### src/pirq_map.vh
// Purpose: shared constants of the PCIe interrupt request block
// Assumes: included by its bare name by every design file of the block
// Notes:   register offsets are byte addresses on a 32-bit AXI4-Lite bus
`ifndef PIRQ_MAP_VH
`define PIRQ_MAP_VH

// ==========
// register offsets
`define PIRQ_REG_ID         12'h000
`define PIRQ_REG_STATUS     12'h004
`define PIRQ_REG_MASK       12'h008
`define PIRQ_REG_MODE       12'h00C
`define PIRQ_REG_PENDING    12'h010
`define PIRQ_REG_PBA        12'h014
`define PIRQ_REG_LEGMAP0    12'h040
`define PIRQ_REG_LEGMAP1    12'h044
`define PIRQ_REG_VECMAP0    12'h080
`define PIRQ_REG_VECMAP_END 12'h09C
`define PIRQ_REG_MSIX_BASE  12'h100

// ==========
// reset values and identity
`define PIRQ_ID_VALUE       32'h00C0FFEE
`define PIRQ_MASK_RST       4'h0
`define PIRQ_MAP_RST        32'h00000000
`define PIRQ_MSIX_CTRL_RST  32'h00000001

// ==========
// status event bit positions
`define PIRQ_EV_MSG_SENT    0
`define PIRQ_EV_DEASSERT    1
`define PIRQ_EV_NO_TYPE     2
`define PIRQ_EV_MSIX_MASKED 3
`define PIRQ_EV_W           4

// ==========
// active interrupt type codes
`define PIRQ_MODE_NONE      2'h0
`define PIRQ_MODE_LEGACY    2'h1
`define PIRQ_MODE_MSI       2'h2
`define PIRQ_MODE_MSIX      2'h3

// ==========
// field widths and bus answers
`define PIRQ_SRC_IW         5
`define PIRQ_VEC_W          5
`define PIRQ_RESP_OKAY      2'h0
`define PIRQ_RESP_SLVERR    2'h2

`endif

### src/pirq_chan.v
// Purpose: request and acknowledge handshake of one interrupt source
// Assumes: req is held by the source until serviced; done is a one-cycle pulse
// Notes:   legacy sources need a second message before they return to idle
`default_nettype none
`include "pirq_map.vh"

module pirq_chan (
	input  wire clk_sys,
	input  wire sys_rst,
	input  wire req,
	input  wire legacy,
	input  wire done,
	output wire need_msg,
	output wire need_deassert,
	output wire pending,
	output wire holds_line,
	output reg  ack_q
);

	// ==========
	// state machine
	localparam [1:0] S_IDLE = 2'h0;
	localparam [1:0] S_ASK  = 2'h1;
	localparam [1:0] S_HOLD = 2'h2;
	localparam [1:0] S_DROP = 2'h3;

	reg [1:0] state_q;
	reg [1:0] state_d;
	reg       legacy_q;

	assign need_msg      = (state_q == S_ASK) || (state_q == S_DROP);
	assign need_deassert = (state_q == S_DROP);
	assign pending       = (state_q == S_ASK) || (state_q == S_HOLD);
	assign holds_line    = (state_q == S_HOLD) && legacy_q;

	always @* begin
		state_d = state_q;
		case (state_q)
			S_IDLE: begin
				if (req)
					state_d = S_ASK;
			end
			S_ASK: begin
				if (done)
					state_d = S_HOLD;
			end
			S_HOLD: begin
				if (!req)
					state_d = legacy_q ? S_DROP : S_IDLE;
			end
			S_DROP: begin
				if (done)
					state_d = S_IDLE;
			end
			default: state_d = S_IDLE;
		endcase
	end

	always @(posedge clk_sys) begin
		if (sys_rst) begin
			state_q  <= S_IDLE;
			legacy_q <= 1'b0;
			ack_q    <= 1'b0;
		end else begin
			state_q <= state_d;
			ack_q   <= done && need_msg;
			if (state_q == S_ASK && done)
				legacy_q <= legacy;
		end
	end

endmodule
`default_nettype wire

### src/pirq_top.v
// Purpose: collects user and DMA channel interrupt wires and raises INTx, MSI or MSI-X
// Assumes: one clock; host type enables come from the PCIe block's config space
// Notes:   sources are served one message at a time, lowest index first
//
// Behaviour
// - user request bits plus one wire per DMA channel become host interrupts.
// - each interrupt type exists only if built in; the host enables any subset.
// - only one type is active, MSI-X before MSI before legacy.
// - with legacy active, any asserted request raises a legacy interrupt.
// - every request bit has its own independent request and acknowledge.
// - acknowledge is given after the message is handed to the PCIe block, or at once when a shared legacy line needs no message.
// - the pending indication stays set while the request is held.
// - the second legacy acknowledge follows the sent deassert message, or its skip while another source holds the line.
// - map registers route each source to INTA, INTB, INTC or INTD.
// - with MSI or MSI-X active the matching message is sent, MSI-X winning.
// - map registers give each source a vector; MSI-X has a table and pending array.
`default_nettype none
`include "pirq_map.vh"

module pirq_top #(
	parameter USR_N        = 16,
	parameter CH_N         = 8,
	parameter SUPPORT_MSIX = 1,
	parameter SUPPORT_MSI  = 1,
	parameter SUPPORT_LEG  = 1,
	parameter MSIX_IW      = 3
) (
	input  wire                    clk_sys,
	input  wire                    sys_rst,
	input  wire [USR_N-1:0]        core0_user_interrupt_request,
	output wire [USR_N-1:0]        user_interrupt_ack,
	input  wire [CH_N-1:0]         dma_channel_interrupt,
	input  wire                    host_msix_enable,
	input  wire                    host_msi_enable,
	input  wire                    host_legacy_enable,
	output reg                     legacy_msg_valid_q,
	output reg                     legacy_msg_assert_q,
	output reg  [1:0]              legacy_msg_line_q,
	input  wire                    legacy_msg_done,
	output reg                     msi_msg_valid_q,
	output reg  [`PIRQ_VEC_W-1:0]  msi_msg_vector_q,
	input  wire                    msi_msg_done,
	output reg                     msix_msg_valid_q,
	output reg  [63:0]             msix_msg_addr_q,
	output reg  [31:0]             msix_msg_data_q,
	input  wire                    msix_msg_done,
	output wire                    irq_out,
	input  wire [11:0]             s_axi_awaddr,
	input  wire                    s_axi_awvalid,
	output wire                    s_axi_awready,
	input  wire [31:0]             s_axi_wdata,
	input  wire [3:0]              s_axi_wstrb,
	input  wire                    s_axi_wvalid,
	output wire                    s_axi_wready,
	output reg  [1:0]              s_axi_bresp,
	output reg                     s_axi_bvalid,
	input  wire                    s_axi_bready,
	input  wire [11:0]             s_axi_araddr,
	input  wire                    s_axi_arvalid,
	output wire                    s_axi_arready,
	output reg  [31:0]             s_axi_rdata,
	output reg  [1:0]              s_axi_rresp,
	output reg                     s_axi_rvalid,
	input  wire                    s_axi_rready
);

	localparam NS       = USR_N + CH_N;
	localparam MSIX_VEC = 1 << MSIX_IW;

	// ==========
	// active type selection
	reg [1:0] mode;

	always @* begin
		if (SUPPORT_MSIX != 0 && host_msix_enable)
			mode = `PIRQ_MODE_MSIX;
		else if (SUPPORT_MSI != 0 && host_msi_enable)
			mode = `PIRQ_MODE_MSI;
		else if (SUPPORT_LEG != 0 && host_legacy_enable)
			mode = `PIRQ_MODE_LEGACY;
		else
			mode = `PIRQ_MODE_NONE;
	end

	// ==========
	// configuration storage
	reg [63:0]               leg_map_q;
	reg [255:0]              vec_map_q;
	reg [31:0]               mx_alo_q [0:MSIX_VEC-1];
	reg [31:0]               mx_ahi_q [0:MSIX_VEC-1];
	reg [31:0]               mx_data_q [0:MSIX_VEC-1];
	reg [31:0]               mx_ctrl_q [0:MSIX_VEC-1];
	reg [MSIX_VEC-1:0]       pba_q;
	reg [`PIRQ_EV_W-1:0]     status_q;
	reg [`PIRQ_EV_W-1:0]     mask_q;
	reg [3:0]                line_on_q;

	// ==========
	// per-source handshakes
	wire [NS-1:0] src_req;
	wire [NS-1:0] need_msg;
	wire [NS-1:0] need_deassert;
	wire [NS-1:0] pending;
	wire [NS-1:0] holds_line;
	wire [NS-1:0] ack;
	reg  [NS-1:0] done_vec;

	assign src_req            = {dma_channel_interrupt, core0_user_interrupt_request};
	assign user_interrupt_ack = ack[USR_N-1:0];

	genvar g;
	generate
		for (g = 0; g < NS; g = g + 1) begin : g_src
			pirq_chan u_chan (
				.clk_sys       (clk_sys),
				.sys_rst       (sys_rst),
				.req           (src_req[g]),
				.legacy        (mode == `PIRQ_MODE_LEGACY),
				.done          (done_vec[g]),
				.need_msg      (need_msg[g]),
				.need_deassert (need_deassert[g]),
				.pending       (pending[g]),
				.holds_line    (holds_line[g]),
				.ack_q         (ack[g])
			);
		end
	endgenerate

	// ==========
	// selection of the next message
	reg [3:0]                line_hold;
	reg                      sel_valid;
	reg [`PIRQ_SRC_IW-1:0]   sel;
	reg                      sel_skip;
	reg [1:0]                sel_line;
	reg [`PIRQ_VEC_W-1:0]    sel_vec;
	reg [`PIRQ_EV_W-1:0]     ev;
	reg [MSIX_VEC-1:0]       pba_set;
	reg                      elig;
	integer                  i;

	always @* begin
		line_hold = 4'h0;
		sel_valid = 1'b0;
		sel       = {`PIRQ_SRC_IW{1'b0}};
		pba_set   = {MSIX_VEC{1'b0}};
		ev        = {`PIRQ_EV_W{1'b0}};
		elig      = 1'b0;
		for (i = 0; i < NS; i = i + 1) begin
			if (holds_line[i])
				line_hold[leg_map_q[2*i+:2]] = 1'b1;
		end
		for (i = NS - 1; i >= 0; i = i - 1) begin
			if (need_deassert[i])
				elig = 1'b1;
			else if (mode == `PIRQ_MODE_MSIX)
				elig = !mx_ctrl_q[vec_map_q[8*i+:MSIX_IW]][0];
			else
				elig = (mode != `PIRQ_MODE_NONE);
			if (need_msg[i] && !need_deassert[i] && mode == `PIRQ_MODE_NONE)
				ev[`PIRQ_EV_NO_TYPE] = 1'b1;
			// masked vector parks in pending array
			if (need_msg[i] && !need_deassert[i] && mode == `PIRQ_MODE_MSIX && !elig) begin
				pba_set[vec_map_q[8*i+:MSIX_IW]] = 1'b1;
				ev[`PIRQ_EV_MSIX_MASKED]          = 1'b1;
			end
			if (need_msg[i] && elig) begin
				sel_valid = 1'b1;
				sel       = i[`PIRQ_SRC_IW-1:0];
			end
		end
		sel_line = leg_map_q[2*sel+:2];
		sel_vec  = vec_map_q[8*sel+:`PIRQ_VEC_W];
		// shared lines: only the first assert goes on the wire; a deassert is skipped while another source holds the line
		if (need_deassert[sel])
			sel_skip = line_hold[sel_line];
		else
			sel_skip = (mode == `PIRQ_MODE_LEGACY) && line_on_q[sel_line];
	end

	// ==========
	// message sequencer
	localparam A_IDLE = 1'b0;
	localparam A_WAIT = 1'b1;

	reg                    arb_q;
	reg [`PIRQ_SRC_IW-1:0] cur_q;
	reg                    cur_deassert_q;
	reg [1:0]              cur_line_q;
	reg [MSIX_IW-1:0]      cur_mx_q;
	wire                   msg_done;

	assign msg_done = legacy_msg_done || msi_msg_done || msix_msg_done;

	always @* begin
		done_vec = {NS{1'b0}};
		case (arb_q)
			A_IDLE: begin
				if (sel_valid && sel_skip)
					done_vec[sel] = 1'b1;
			end
			A_WAIT: begin
				if (msg_done)
					done_vec[cur_q] = 1'b1;
			end
			default: done_vec = {NS{1'b0}};
		endcase
	end

	always @(posedge clk_sys) begin
		if (sys_rst) begin
			arb_q               <= A_IDLE;
			cur_q               <= {`PIRQ_SRC_IW{1'b0}};
			cur_deassert_q      <= 1'b0;
			cur_line_q          <= 2'h0;
			cur_mx_q            <= {MSIX_IW{1'b0}};
			line_on_q           <= 4'h0;
			legacy_msg_valid_q  <= 1'b0;
			legacy_msg_assert_q <= 1'b0;
			legacy_msg_line_q   <= 2'h0;
			msi_msg_valid_q     <= 1'b0;
			msi_msg_vector_q    <= {`PIRQ_VEC_W{1'b0}};
			msix_msg_valid_q    <= 1'b0;
			msix_msg_addr_q     <= 64'h0000000000000000;
			msix_msg_data_q     <= 32'h00000000;
		end else begin
			case (arb_q)
				A_IDLE: begin
					if (sel_valid && !sel_skip) begin
						arb_q          <= A_WAIT;
						cur_q          <= sel;
						cur_deassert_q <= need_deassert[sel];
						cur_line_q     <= sel_line;
						cur_mx_q       <= sel_vec[MSIX_IW-1:0];
						if (need_deassert[sel] || mode == `PIRQ_MODE_LEGACY) begin
							legacy_msg_valid_q  <= 1'b1;
							legacy_msg_assert_q <= !need_deassert[sel];
							legacy_msg_line_q   <= sel_line;
						end else if (mode == `PIRQ_MODE_MSIX) begin
							msix_msg_valid_q <= 1'b1;
							msix_msg_addr_q  <= {mx_ahi_q[sel_vec[MSIX_IW-1:0]],
								mx_alo_q[sel_vec[MSIX_IW-1:0]]};
							msix_msg_data_q  <= mx_data_q[sel_vec[MSIX_IW-1:0]];
						end else begin
							msi_msg_valid_q  <= 1'b1;
							msi_msg_vector_q <= sel_vec;
						end
					end
				end
				A_WAIT: begin
					if (msg_done) begin
						arb_q              <= A_IDLE;
						legacy_msg_valid_q <= 1'b0;
						msi_msg_valid_q    <= 1'b0;
						msix_msg_valid_q   <= 1'b0;
						if (legacy_msg_valid_q)
							line_on_q[cur_line_q] <= !cur_deassert_q;
					end
				end
				default: arb_q <= A_IDLE;
			endcase
		end
	end

	// ==========
	// AXI4-Lite slave
	reg         aw_hold_q;
	reg [11:0]  aw_addr_q;
	reg         w_hold_q;
	reg [31:0]  w_data_q;
	reg [3:0]   w_strb_q;
	wire        wr_fire;
	wire [11:0] ra;
	reg  [31:0] rd_d;
	reg         rd_err;
	reg         wr_err;
	wire        mx_wr;
	wire [MSIX_IW-1:0] mx_wi;
	wire        mx_rd;
	wire [MSIX_IW-1:0] mx_ri;

	assign s_axi_awready = !aw_hold_q;
	assign s_axi_wready  = !w_hold_q;
	assign s_axi_arready = !s_axi_rvalid;
	assign wr_fire       = aw_hold_q && w_hold_q && !s_axi_bvalid;
	assign ra            = s_axi_araddr;
	assign mx_wr         = aw_addr_q >= `PIRQ_REG_MSIX_BASE &&
		aw_addr_q < `PIRQ_REG_MSIX_BASE + 16 * MSIX_VEC;
	assign mx_wi         = aw_addr_q[MSIX_IW+3:4];
	assign mx_rd         = ra >= `PIRQ_REG_MSIX_BASE && ra < `PIRQ_REG_MSIX_BASE + 16 * MSIX_VEC;
	assign mx_ri         = ra[MSIX_IW+3:4];

	function [31:0] merge;
		input [31:0] old;
		input [31:0] val;
		input [3:0]  strb;
		integer      b;
		begin
			merge = old;
			for (b = 0; b < 4; b = b + 1) begin
				if (strb[b])
					merge[8*b+:8] = val[8*b+:8];
			end
		end
	endfunction

	always @* begin
		rd_d   = 32'h00000000;
		rd_err = 1'b0;
		if (mx_rd) begin
			case (ra[3:2])
				2'h0:    rd_d = mx_alo_q[mx_ri];
				2'h1:    rd_d = mx_ahi_q[mx_ri];
				2'h2:    rd_d = mx_data_q[mx_ri];
				default: rd_d = mx_ctrl_q[mx_ri];
			endcase
		end else if (ra >= `PIRQ_REG_VECMAP0 && ra <= `PIRQ_REG_VECMAP_END) begin
			rd_d = vec_map_q[32*ra[4:2]+:32];
		end else begin
			case (ra)
				`PIRQ_REG_ID:      rd_d = `PIRQ_ID_VALUE;
				`PIRQ_REG_STATUS:  rd_d[`PIRQ_EV_W-1:0] = status_q;
				`PIRQ_REG_MASK:    rd_d[`PIRQ_EV_W-1:0] = mask_q;
				`PIRQ_REG_MODE:    rd_d[8:0] = {SUPPORT_LEG != 0, SUPPORT_MSI != 0,
					SUPPORT_MSIX != 0, host_legacy_enable, host_msi_enable,
					host_msix_enable, arb_q, mode};
				`PIRQ_REG_PENDING: rd_d[NS-1:0] = pending;
				`PIRQ_REG_PBA:     rd_d[MSIX_VEC-1:0] = pba_q;
				`PIRQ_REG_LEGMAP0: rd_d = leg_map_q[31:0];
				`PIRQ_REG_LEGMAP1: rd_d = leg_map_q[63:32];
				default:           rd_err = 1'b1;
			endcase
		end
	end

	always @* begin
		wr_err = 1'b0;
		if (!mx_wr && !(aw_addr_q >= `PIRQ_REG_VECMAP0 && aw_addr_q <= `PIRQ_REG_VECMAP_END))
			case (aw_addr_q)
				`PIRQ_REG_STATUS, `PIRQ_REG_MASK, `PIRQ_REG_LEGMAP0, `PIRQ_REG_LEGMAP1,
				`PIRQ_REG_ID, `PIRQ_REG_MODE, `PIRQ_REG_PENDING, `PIRQ_REG_PBA:
					wr_err = 1'b0;
				default: wr_err = 1'b1;
			endcase
	end

	// ==========
	// register writes, status and pending array
	wire [`PIRQ_EV_W-1:0] ev_seen;
	wire [MSIX_VEC-1:0]   pba_clr;
	integer               v;

	always @(posedge clk_sys) begin
		if (sys_rst) begin
			aw_hold_q    <= 1'b0;
			aw_addr_q    <= 12'h000;
			w_hold_q     <= 1'b0;
			w_data_q     <= 32'h00000000;
			w_strb_q     <= 4'h0;
			s_axi_bvalid <= 1'b0;
			s_axi_bresp  <= `PIRQ_RESP_OKAY;
			s_axi_rvalid <= 1'b0;
			s_axi_rresp  <= `PIRQ_RESP_OKAY;
			s_axi_rdata  <= 32'h00000000;
			leg_map_q    <= {`PIRQ_MAP_RST, `PIRQ_MAP_RST};
			vec_map_q    <= {8{`PIRQ_MAP_RST}};
			status_q     <= {`PIRQ_EV_W{1'b0}};
			mask_q       <= `PIRQ_MASK_RST;
			pba_q        <= {MSIX_VEC{1'b0}};
			for (v = 0; v < MSIX_VEC; v = v + 1) begin
				mx_alo_q[v]  <= 32'h00000000;
				mx_ahi_q[v]  <= 32'h00000000;
				mx_data_q[v] <= 32'h00000000;
				mx_ctrl_q[v] <= `PIRQ_MSIX_CTRL_RST;
			end
		end else begin
			if (s_axi_awvalid && !aw_hold_q) begin
				aw_hold_q <= 1'b1;
				aw_addr_q <= s_axi_awaddr;
			end
			if (s_axi_wvalid && !w_hold_q) begin
				w_hold_q <= 1'b1;
				w_data_q <= s_axi_wdata;
				w_strb_q <= s_axi_wstrb;
			end
			if (s_axi_bvalid && s_axi_bready)
				s_axi_bvalid <= 1'b0;
			if (wr_fire) begin
				aw_hold_q    <= 1'b0;
				w_hold_q     <= 1'b0;
				s_axi_bvalid <= 1'b1;
				s_axi_bresp  <= wr_err ? `PIRQ_RESP_SLVERR : `PIRQ_RESP_OKAY;
			end
			if (s_axi_arvalid && !s_axi_rvalid) begin
				s_axi_rvalid <= 1'b1;
				s_axi_rdata  <= rd_d;
				s_axi_rresp  <= rd_err ? `PIRQ_RESP_SLVERR : `PIRQ_RESP_OKAY;
			end else if (s_axi_rvalid && s_axi_rready) begin
				s_axi_rvalid <= 1'b0;
			end

			// events set sticky bits; a set in the clear cycle wins
			status_q <= (status_q & ~((wr_fire && aw_addr_q == `PIRQ_REG_STATUS) ?
				w_data_q[`PIRQ_EV_W-1:0] : {`PIRQ_EV_W{1'b0}})) | ev_seen;
			pba_q    <= (pba_q & ~pba_clr) | pba_set;

			if (wr_fire && !wr_err) begin
				if (mx_wr) begin
					case (aw_addr_q[3:2])
						2'h0:    mx_alo_q[mx_wi]  <= merge(mx_alo_q[mx_wi], w_data_q, w_strb_q);
						2'h1:    mx_ahi_q[mx_wi]  <= merge(mx_ahi_q[mx_wi], w_data_q, w_strb_q);
						2'h2:    mx_data_q[mx_wi] <= merge(mx_data_q[mx_wi], w_data_q, w_strb_q);
						default: mx_ctrl_q[mx_wi] <= merge(mx_ctrl_q[mx_wi], w_data_q, w_strb_q);
					endcase
				end else if (aw_addr_q >= `PIRQ_REG_VECMAP0) begin
					vec_map_q[32*aw_addr_q[4:2]+:32] <= merge(vec_map_q[32*aw_addr_q[4:2]+:32],
						w_data_q, w_strb_q) & 32'h1F1F1F1F;
				end else if (aw_addr_q == `PIRQ_REG_MASK) begin
					if (w_strb_q[0])
						mask_q <= w_data_q[`PIRQ_EV_W-1:0];
				end else if (aw_addr_q == `PIRQ_REG_LEGMAP0) begin
					leg_map_q[31:0] <= merge(leg_map_q[31:0], w_data_q, w_strb_q);
				end else if (aw_addr_q == `PIRQ_REG_LEGMAP1) begin
					leg_map_q[63:32] <= merge(leg_map_q[63:32], w_data_q, w_strb_q);
				end
			end
		end
	end

	// ==========
	// event collection and interrupt output
	assign ev_seen = {ev[`PIRQ_EV_MSIX_MASKED], ev[`PIRQ_EV_NO_TYPE],
		arb_q == A_WAIT && msg_done && cur_deassert_q,
		arb_q == A_WAIT && msg_done};
	// pending bit clears when its vector is sent
	assign pba_clr = (arb_q == A_WAIT && msix_msg_valid_q && msg_done) ?
		({{(MSIX_VEC-1){1'b0}}, 1'b1} << cur_mx_q) : {MSIX_VEC{1'b0}};
	assign irq_out = |(status_q & mask_q);

endmodule
`default_nettype wire

### config.mk
export PLATFORM = sky130hd
export DESIGN_NAME = pirq_top
export DESIGN_NICKNAME = d
export VERILOG_FILES = /design/src/pirq_chan.v /design/src/pirq_top.v
export VERILOG_INCLUDE_DIRS = /design/src
export SDC_FILE = /design/constraint.sdc
export NUM_CORES = 2
export LEC_CHECK = 0
export ABC_AREA = 1
export BUFFER_PORTS_ARGS = -buffer_cell sky130_fd_sc_hd__buf_4
export CAP_MARGIN = 30
export CORE_MARGIN = 2
export CORE_UTILIZATION = 27
export CTS_CLUSTER_DIAMETER = 60
export DETAILED_ROUTE_END_ITERATION = 10
export PLACE_DENSITY = 0.39
export SYNTH_ARGS = -nofsm -noshare
export SYNTH_HDL_FRONTEND = slang
export SYNTH_HIERARCHICAL = 1
export SYNTH_SLANG_ARGS = --single-unit
### constraint.sdc
create_clock -name clk_sys -period 6.36 [get_ports clk_sys]
set_input_delay 1.272 -clock clk_sys [delete_from_list [all_inputs] [get_ports clk_sys]]
set_output_delay 1.272 -clock clk_sys [all_outputs]
set_load 0.01 [all_outputs]
# Yosys cells after proc, flatten, opt, wreduce, memory -nomap -nowiden
# Memory sizes are Yosys's and may differ from the RTL's. A register that Yosys moved wholly into a read port is not among the register bits.
# Cells that the tools add are included.
[totals]
regBits = 539
inputBits = 97
mem_count = 4
mem_bits_rw = 1024
[classes]
bitwise = 60
add_sub_neg = 1
mux = 671
n_reduce_logical = 489
order_cmp = 111
eq_ne = 210
shifts = 7
[mem_list]
columns = ["memory", "words", "word_bits", "read_ports", "rd_clocked_by_memory_dff", "wr", "line", "text"]
rows = [
  ["mx_ahi_q", 8, 32, 2, 1, 8, "pirq_top.v:90", "reg [31:0] mx_ahi_q [0:MSIX_VEC-1];"],
  ["mx_alo_q", 8, 32, 2, 1, 8, "pirq_top.v:89", "reg [31:0] mx_alo_q [0:MSIX_VEC-1];"],
  ["mx_ctrl_q", 8, 32, 25, 24, 8, "pirq_top.v:92", "reg [31:0] mx_ctrl_q [0:MSIX_VEC-1];"],
  ["mx_data_q", 8, 32, 2, 1, 8, "pirq_top.v:91", "reg [31:0] mx_data_q [0:MSIX_VEC-1];"],
]
[ops]
columns = ["cell", "n"]
rows = [
  ["two-way mux 8 bit", 105],
  ["bitwise mux 256 bit", 1],
  ["logical AND 1 bit", 256],
  ["variable shift 32 x 34 -> 256 bit (first input constant)", 1],
  ["variable part select 256 x 9 -> 29 bit", 1],
  ["variable part select 256 x 9 -> 32 bit", 1],
  ["variable part select 256 x 9 -> 5 bit", 1],
  ["variable part select 32 x 34 -> 256 bit", 1],
  ["two-way mux 2 bit", 124],
  ["two-way mux 5 bit", 44],
  ["two-way mux 1 bit", 218],
  ["!= test 2 bit (second input constant)", 101],
  ["two-way mux 32 bit", 6],
  ["OR 8 bit", 24],
  ["one-hot mux 2 bit (4 select lines)", 24],
  ["two-way mux 3 bit", 52],
  ["OR reduction 32 bit", 4],
  ["two-way mux 4 bit", 29],
  ["AND reduction 4 bit", 28],
  ["equality test 2 bit (second input constant)", 51],
  ["< comparator 3 x 4 -> 1 bit (second input constant)", 24],
  ["OR 4 bit", 24],
  ["one-hot mux 32 bit (3 select lines)", 1],
  ["logical NOT 1 bit", 82],
  ["other kinds (51)", 346],
]

# Depth between registers and ports, before layout
[depth]
depth_word = 59
mapped_depth = 55

# Modules after synthesis
# Netlist, hierarchy kept.
[by_module_without_submodules]
columns = ["module", "seq_area_each_um2", "cells_each", "instances", "area_per_inst_um2"]
rows = [
  ["pirq_top", 41179.5, 10379, 1, 82715.6],
  ["pirq_chan", 80.1, 40, 24, 259.0],
]

# Worst setup path after synthesis
# No wires, ideal clock.
[synth_path]
path_kind = "in2reg"
from = "input port host_msi_enable"
to = "register g_src[12].u_chan.state_q[1]"
path_stages = 51
n_path_buf = 2
setup_ps = 113
setup_slack_ps = 1354
required_time_ps = 6247
arrival_time_ps = 4893
cell_sequence = "nor2_2 -> inv_2 -> nor2_4 -> inv_2 -> nand2_1 -> nand2_1 -> nand2_1 -> nand2_1 -> nand2_1 -> nand2_1 -> nand2_1 -> nand2_1 -> nand2_1 -> nand2_1 -> nand2_1 -> nand2_1 -> nand2_1 -> nand2_1 -> (+15 left out) -> o22ai_2 -> nor2_1 -> nor2_1 -> and2_4 -> nand2_2 -> nor2_1 -> nand2_1 -> nand2_1 -> nand2_1 -> inv_1 -> buf_2 -> nand3_1 -> o21ai_0 -> inv_1 -> o21ai_1 -> nand2_2 -> nor2_1 -> nor2_1"
[synth_between]
elab_chain_cells = 40
elab_cells_between_ends = 145
[synth_rtl]
columns = ["item", "line", "text"]
rows = [
  ["start: declaration", "pirq_top.v:34", "input wire host_msi_enable,"],
  ["two-way mux 2 bit *", "pirq_top.v:77", "else if (SUPPORT_MSI != 0 && host_msi_enable)"],
  ["two-way mux 2 bit *", "pirq_top.v:75", "if (SUPPORT_MSIX != 0 && host_msix_enable)"],
  ["equality test 2 bit (no source line) or nonzero test 2 bit (tied branches)", "n/a", ""],
  ["two-way mux 1 bit", "pirq_top.v:156", "else if (mode == `PIRQ_MODE_MSIX)"],
  ["two-way mux 1 bit", "pirq_top.v:154", "if (need_deassert[i])"],
  ["logical AND 1 bit", "pirq_top.v:167", "if (need_msg[i] && elig) begin"],
  ["two-way mux 5 bit (24 in a row)", "pirq_top.v:167", ""],
  ["variable part select 64 x 7 -> 2 bit", "pirq_top.v:172", "sel_line = leg_map_q[2*sel+:2];"],
  ["(+2 left out)", "n/a", ""],
  ["logical AND 1 bit", "pirq_top.v:178", "sel_skip = (mode == `PIRQ_MODE_LEGACY) && line_on_q[sel_line];"],
  ["two-way mux 1 bit", "pirq_top.v:175", "if (need_deassert[sel])"],
  ["logical AND 1 bit", "pirq_top.v:199", "if (sel_valid && sel_skip)"],
  ["two-way mux 24 bit *", "pirq_top.v:199", ""],
  ["one-hot mux 24 bit (2 select lines) *", "pirq_top.v:197", "case (arb_q)"],
  ["net done_vec[12]", "pirq_top.v:106", "reg [NS-1:0] done_vec;"],
  ["!= test 2 bit (no source line)", "n/a", ""],
  ["AND reduction 4 bit (no source line) *", "n/a", ""],
  ["end signal: assignment", "pirq_chan.v:65", "state_q <= state_d;"],
  ["end: declaration", "pirq_chan.v:27", "reg [1:0] state_q;"],
]
# Mark *: on every way through the listed nets, which the timed path passes. The rest lies on a longest branch. The select of a mux whose other input is x is not followed.
# A chain may end at the register's enable or synchronous reset.

==> impl_metrics.env <==
export IMPL_p_int_mw=32.6
export IMPL_worstHoldPathType="flop to flop"
export IMPL_syn_to_final_growth_pct=19.6
export IMPL_relSlewSlack=0.106
export IMPL_viasPerCell=5.39
export IMPL_die_y_um=577
export IMPL_setup_violations=0
export IMPL_path_clk_slew_ps=60
export IMPL_critPathLaunchType="flop"
export IMPL_postRouteAntennaNets=0
export IMPL_cts_buffers=233
export IMPL_clock_latency_ps=950
export IMPL_hold_violations=0
export IMPL_cts_sinks=1633
export IMPL_grt_use_total=0.281
export IMPL_initial_core_util=0.271
export IMPL_yosys_warnings=6
export IMPL_grt_start_max_net_pins=129
export IMPL_pwr_share_clk=0.207
export IMPL_crit_required_ps=7200
export IMPL_cp_max_fo=12
export IMPL_finalCritPeriodShare=0.942
export IMPL_endpoint_kind="flop"
export IMPL_grt_pass1_wl_um=666000
export IMPL_maxCapViolCount=0
export IMPL_cts_buffer_depth=4
export IMPL_cts_hold_buf=0
export IMPL_power_frac_comb=0.595
export IMPL_routed_wl_um=483000
export IMPL_crit_top_cell="nand2_1"
export IMPL_cp_arrival_ps=6830
export IMPL_p_sw_frac=0.489
export IMPL_drive_above_1_share=0.114
export IMPL_routedWlPerCell_um=29.8
export IMPL_power_frac_seq=0.198
export IMPL_finalNetCount=11800
export IMPL_criticalPathCategory="flop to flop"
export IMPL_synth_cells=11300
export IMPL_first_pass_iters=6
export IMPL_die_area_mm2=0.333
export IMPL_cts_tree="built"
export IMPL_critPathSlowestCell="o211ai_1"
export IMPL_portBuffers=259
export IMPL_p_per_area_mw_per_mm2=601
export IMPL_post_cts_resize_count=0
export IMPL_grt_pass1_vias=83300
export IMPL_io_pins=262
export IMPL_regToRegStartpoint="mx_ctrl_q[1][0]"
export IMPL_post_route_min_period_ps=5990
export IMPL_vias=87200
export IMPL_grt_remaining_overflow=0
export IMPL_htree_levels=4
export IMPL_status="finished clean"
export IMPL_slew_violations=0
export IMPL_fillCellCount=34600
export IMPL_drc=0
export IMPL_antenna_found_initial=20
export IMPL_fp_dieW_um=577
export IMPL_crit_path_start="mx_ctrl_q[1][0]"
export IMPL_endpoint="msix_msg_addr_q[14]"
export IMPL_slowest_delay_ps=690
export IMPL_core_area_mm2=0.327
export IMPL_cts_root_buf="clkbuf_16"
export IMPL_rows=210
export IMPL_dpl_cell_count=15700
export IMPL_rsz0062_at_grt="false"
export IMPL_power_switching_mw=31.2
export IMPL_drtIter0Drc=9882
export IMPL_r2r_slack_ps=370
export IMPL_avgSynthCellArea_um2=7.84
export IMPL_gp_congestion=1.00
export IMPL_dp_hpwl_um=349000
export IMPL_skew_ps=62.3
export IMPL_worstReg2RegEnd="msix_msg_addr_q[14]"
export IMPL_seq_area_mm2=0.0429
export IMPL_multiInputGateArea_mm2=0.0378
export IMPL_p_leak_nw=41.7
export IMPL_instances_no_fill=16200
export IMPL_worstMarginPinSlew_ps=1340
export IMPL_netlist_area_mm2=0.0887
export IMPL_setup_tns_ps=0
export IMPL_fmax_ghz=0.167
export IMPL_cts_setup_buffers=0
export IMPL_vdd_drop_max_v=0.00112
export IMPL_r2r_cells=33
==> sequential cells by signal, indices dropped and copies added, names as in the netlist, 8 cells and up, named ones only <==
register / cells
mx_ahi_q: 256
mx_alo_q: 256
mx_ctrl_q: 256
mx_data_q: 256
vec_map_q: 160
leg_map_q: 64
msix_msg_addr_q: 64
g_src.u_chan/state_q: 48
msix_msg_data_q: 32
s_axi_rdata: 32
w_data_q: 32
g_src.u_chan/legacy_q: 24
g_src.u_chan/ack_q: 16
aw_addr_q: 12
pba_q: 8
==> cells in the final DEF, fill, tap and decap left out, types with 102 or more instances in the layout <==
cell type	n
a21oi_1	675
dfxtp_1	608
o221ai_1	109
o22ai_1	123
inv_1	1215
nand4_1	104
buf_4	738
nand3b_1	152
clkbuf_16	238
ha_1	102
edfxtp_1	1024
nand3_1	838
nor2_1	1695
o21ai_0	886
nand2_1	2009
o211ai_1	177
==> worst min path at each step <==
stage                              from            end  cells after the start
final                      aw_addr_q[9]   aw_addr_q[9]                      2
after CTS                  aw_addr_q[9]   aw_addr_q[9]                      2
after floorplan           leg_map_q[48]  leg_map_q[48]                      2
after detailed placement  leg_map_q[53]  leg_map_q[53]                      2
after global placement    leg_map_q[56]  leg_map_q[56]                      2
after global routing      leg_map_q[53]  leg_map_q[53]                      2
==> power groups by stage <==
stage	clock network, mW	logic, mW	registers, mW
3_3_place_gp	0	37.4	12.9
6_report	13.2	37.9	12.7
4_1_cts	13.4	37.5	12.7
2_1_floorplan	0	21.9	12.5
5_1_grt	13.8	41.1	12.7
3_5_place_dp	0	37.3	12.9
==> stage by stage <==
stage / worst slack, ps / cell area (µm²) / total power [mW] / utilization / hold WS, ps
2_1_floorplan: 1350 / 88700 / 34.4 / - / 425
3_3_place_gp: 34.7 / 98300 / 50.3 / 0.300 / 444
3_5_place_dp: 119 / 98400 / 50.2 / 0.301 / 447
4_1_cts: 221 / 106000 / 63.6 / 0.324 / 457
5_1_grt: 8.92 / 106000 / 67.7 / 0.324 / 469
6_report: 368 / 106000 / 63.8 / 0.324 / 454
==> layer usage <==
layer / GRT usage / part of all wire / wire length [µm] / up-vias
li1: - / - / - / 39300
met1: 0.384 / 0.44 / 213000 / 43200
met2: 0.438 / 0.44 / 212000 / 3995
met3: 0.0389 / 0.068 / 33000 / 797
met4: 0.129 / 0.054 / 26000 / 6
met5: 0 / 0.000087 / 42 / -
==> layout make-up <==
cell class | count | area share
multi-input cells | 7635 | 0.356
well taps | 4346 | 0.0512
clock buffers | 314 | 0.0611
inverters | 1297 | 0.0464
repair buffers | 835 | 0.0692
diodes | 12 | 0.000283
flip-flops and latches | 1633 | 0.405
clock inverters | 122 | 0.0115
==> critical path: cells and delay by family (launching register included) <==
kind / cells / cell delay, ps
buf+inv: 10 / 1860
compound gates: 7 / 1470
flops: 1 / 580
simple gates: 16 / 1910
(Power assumes the default switching activity.)
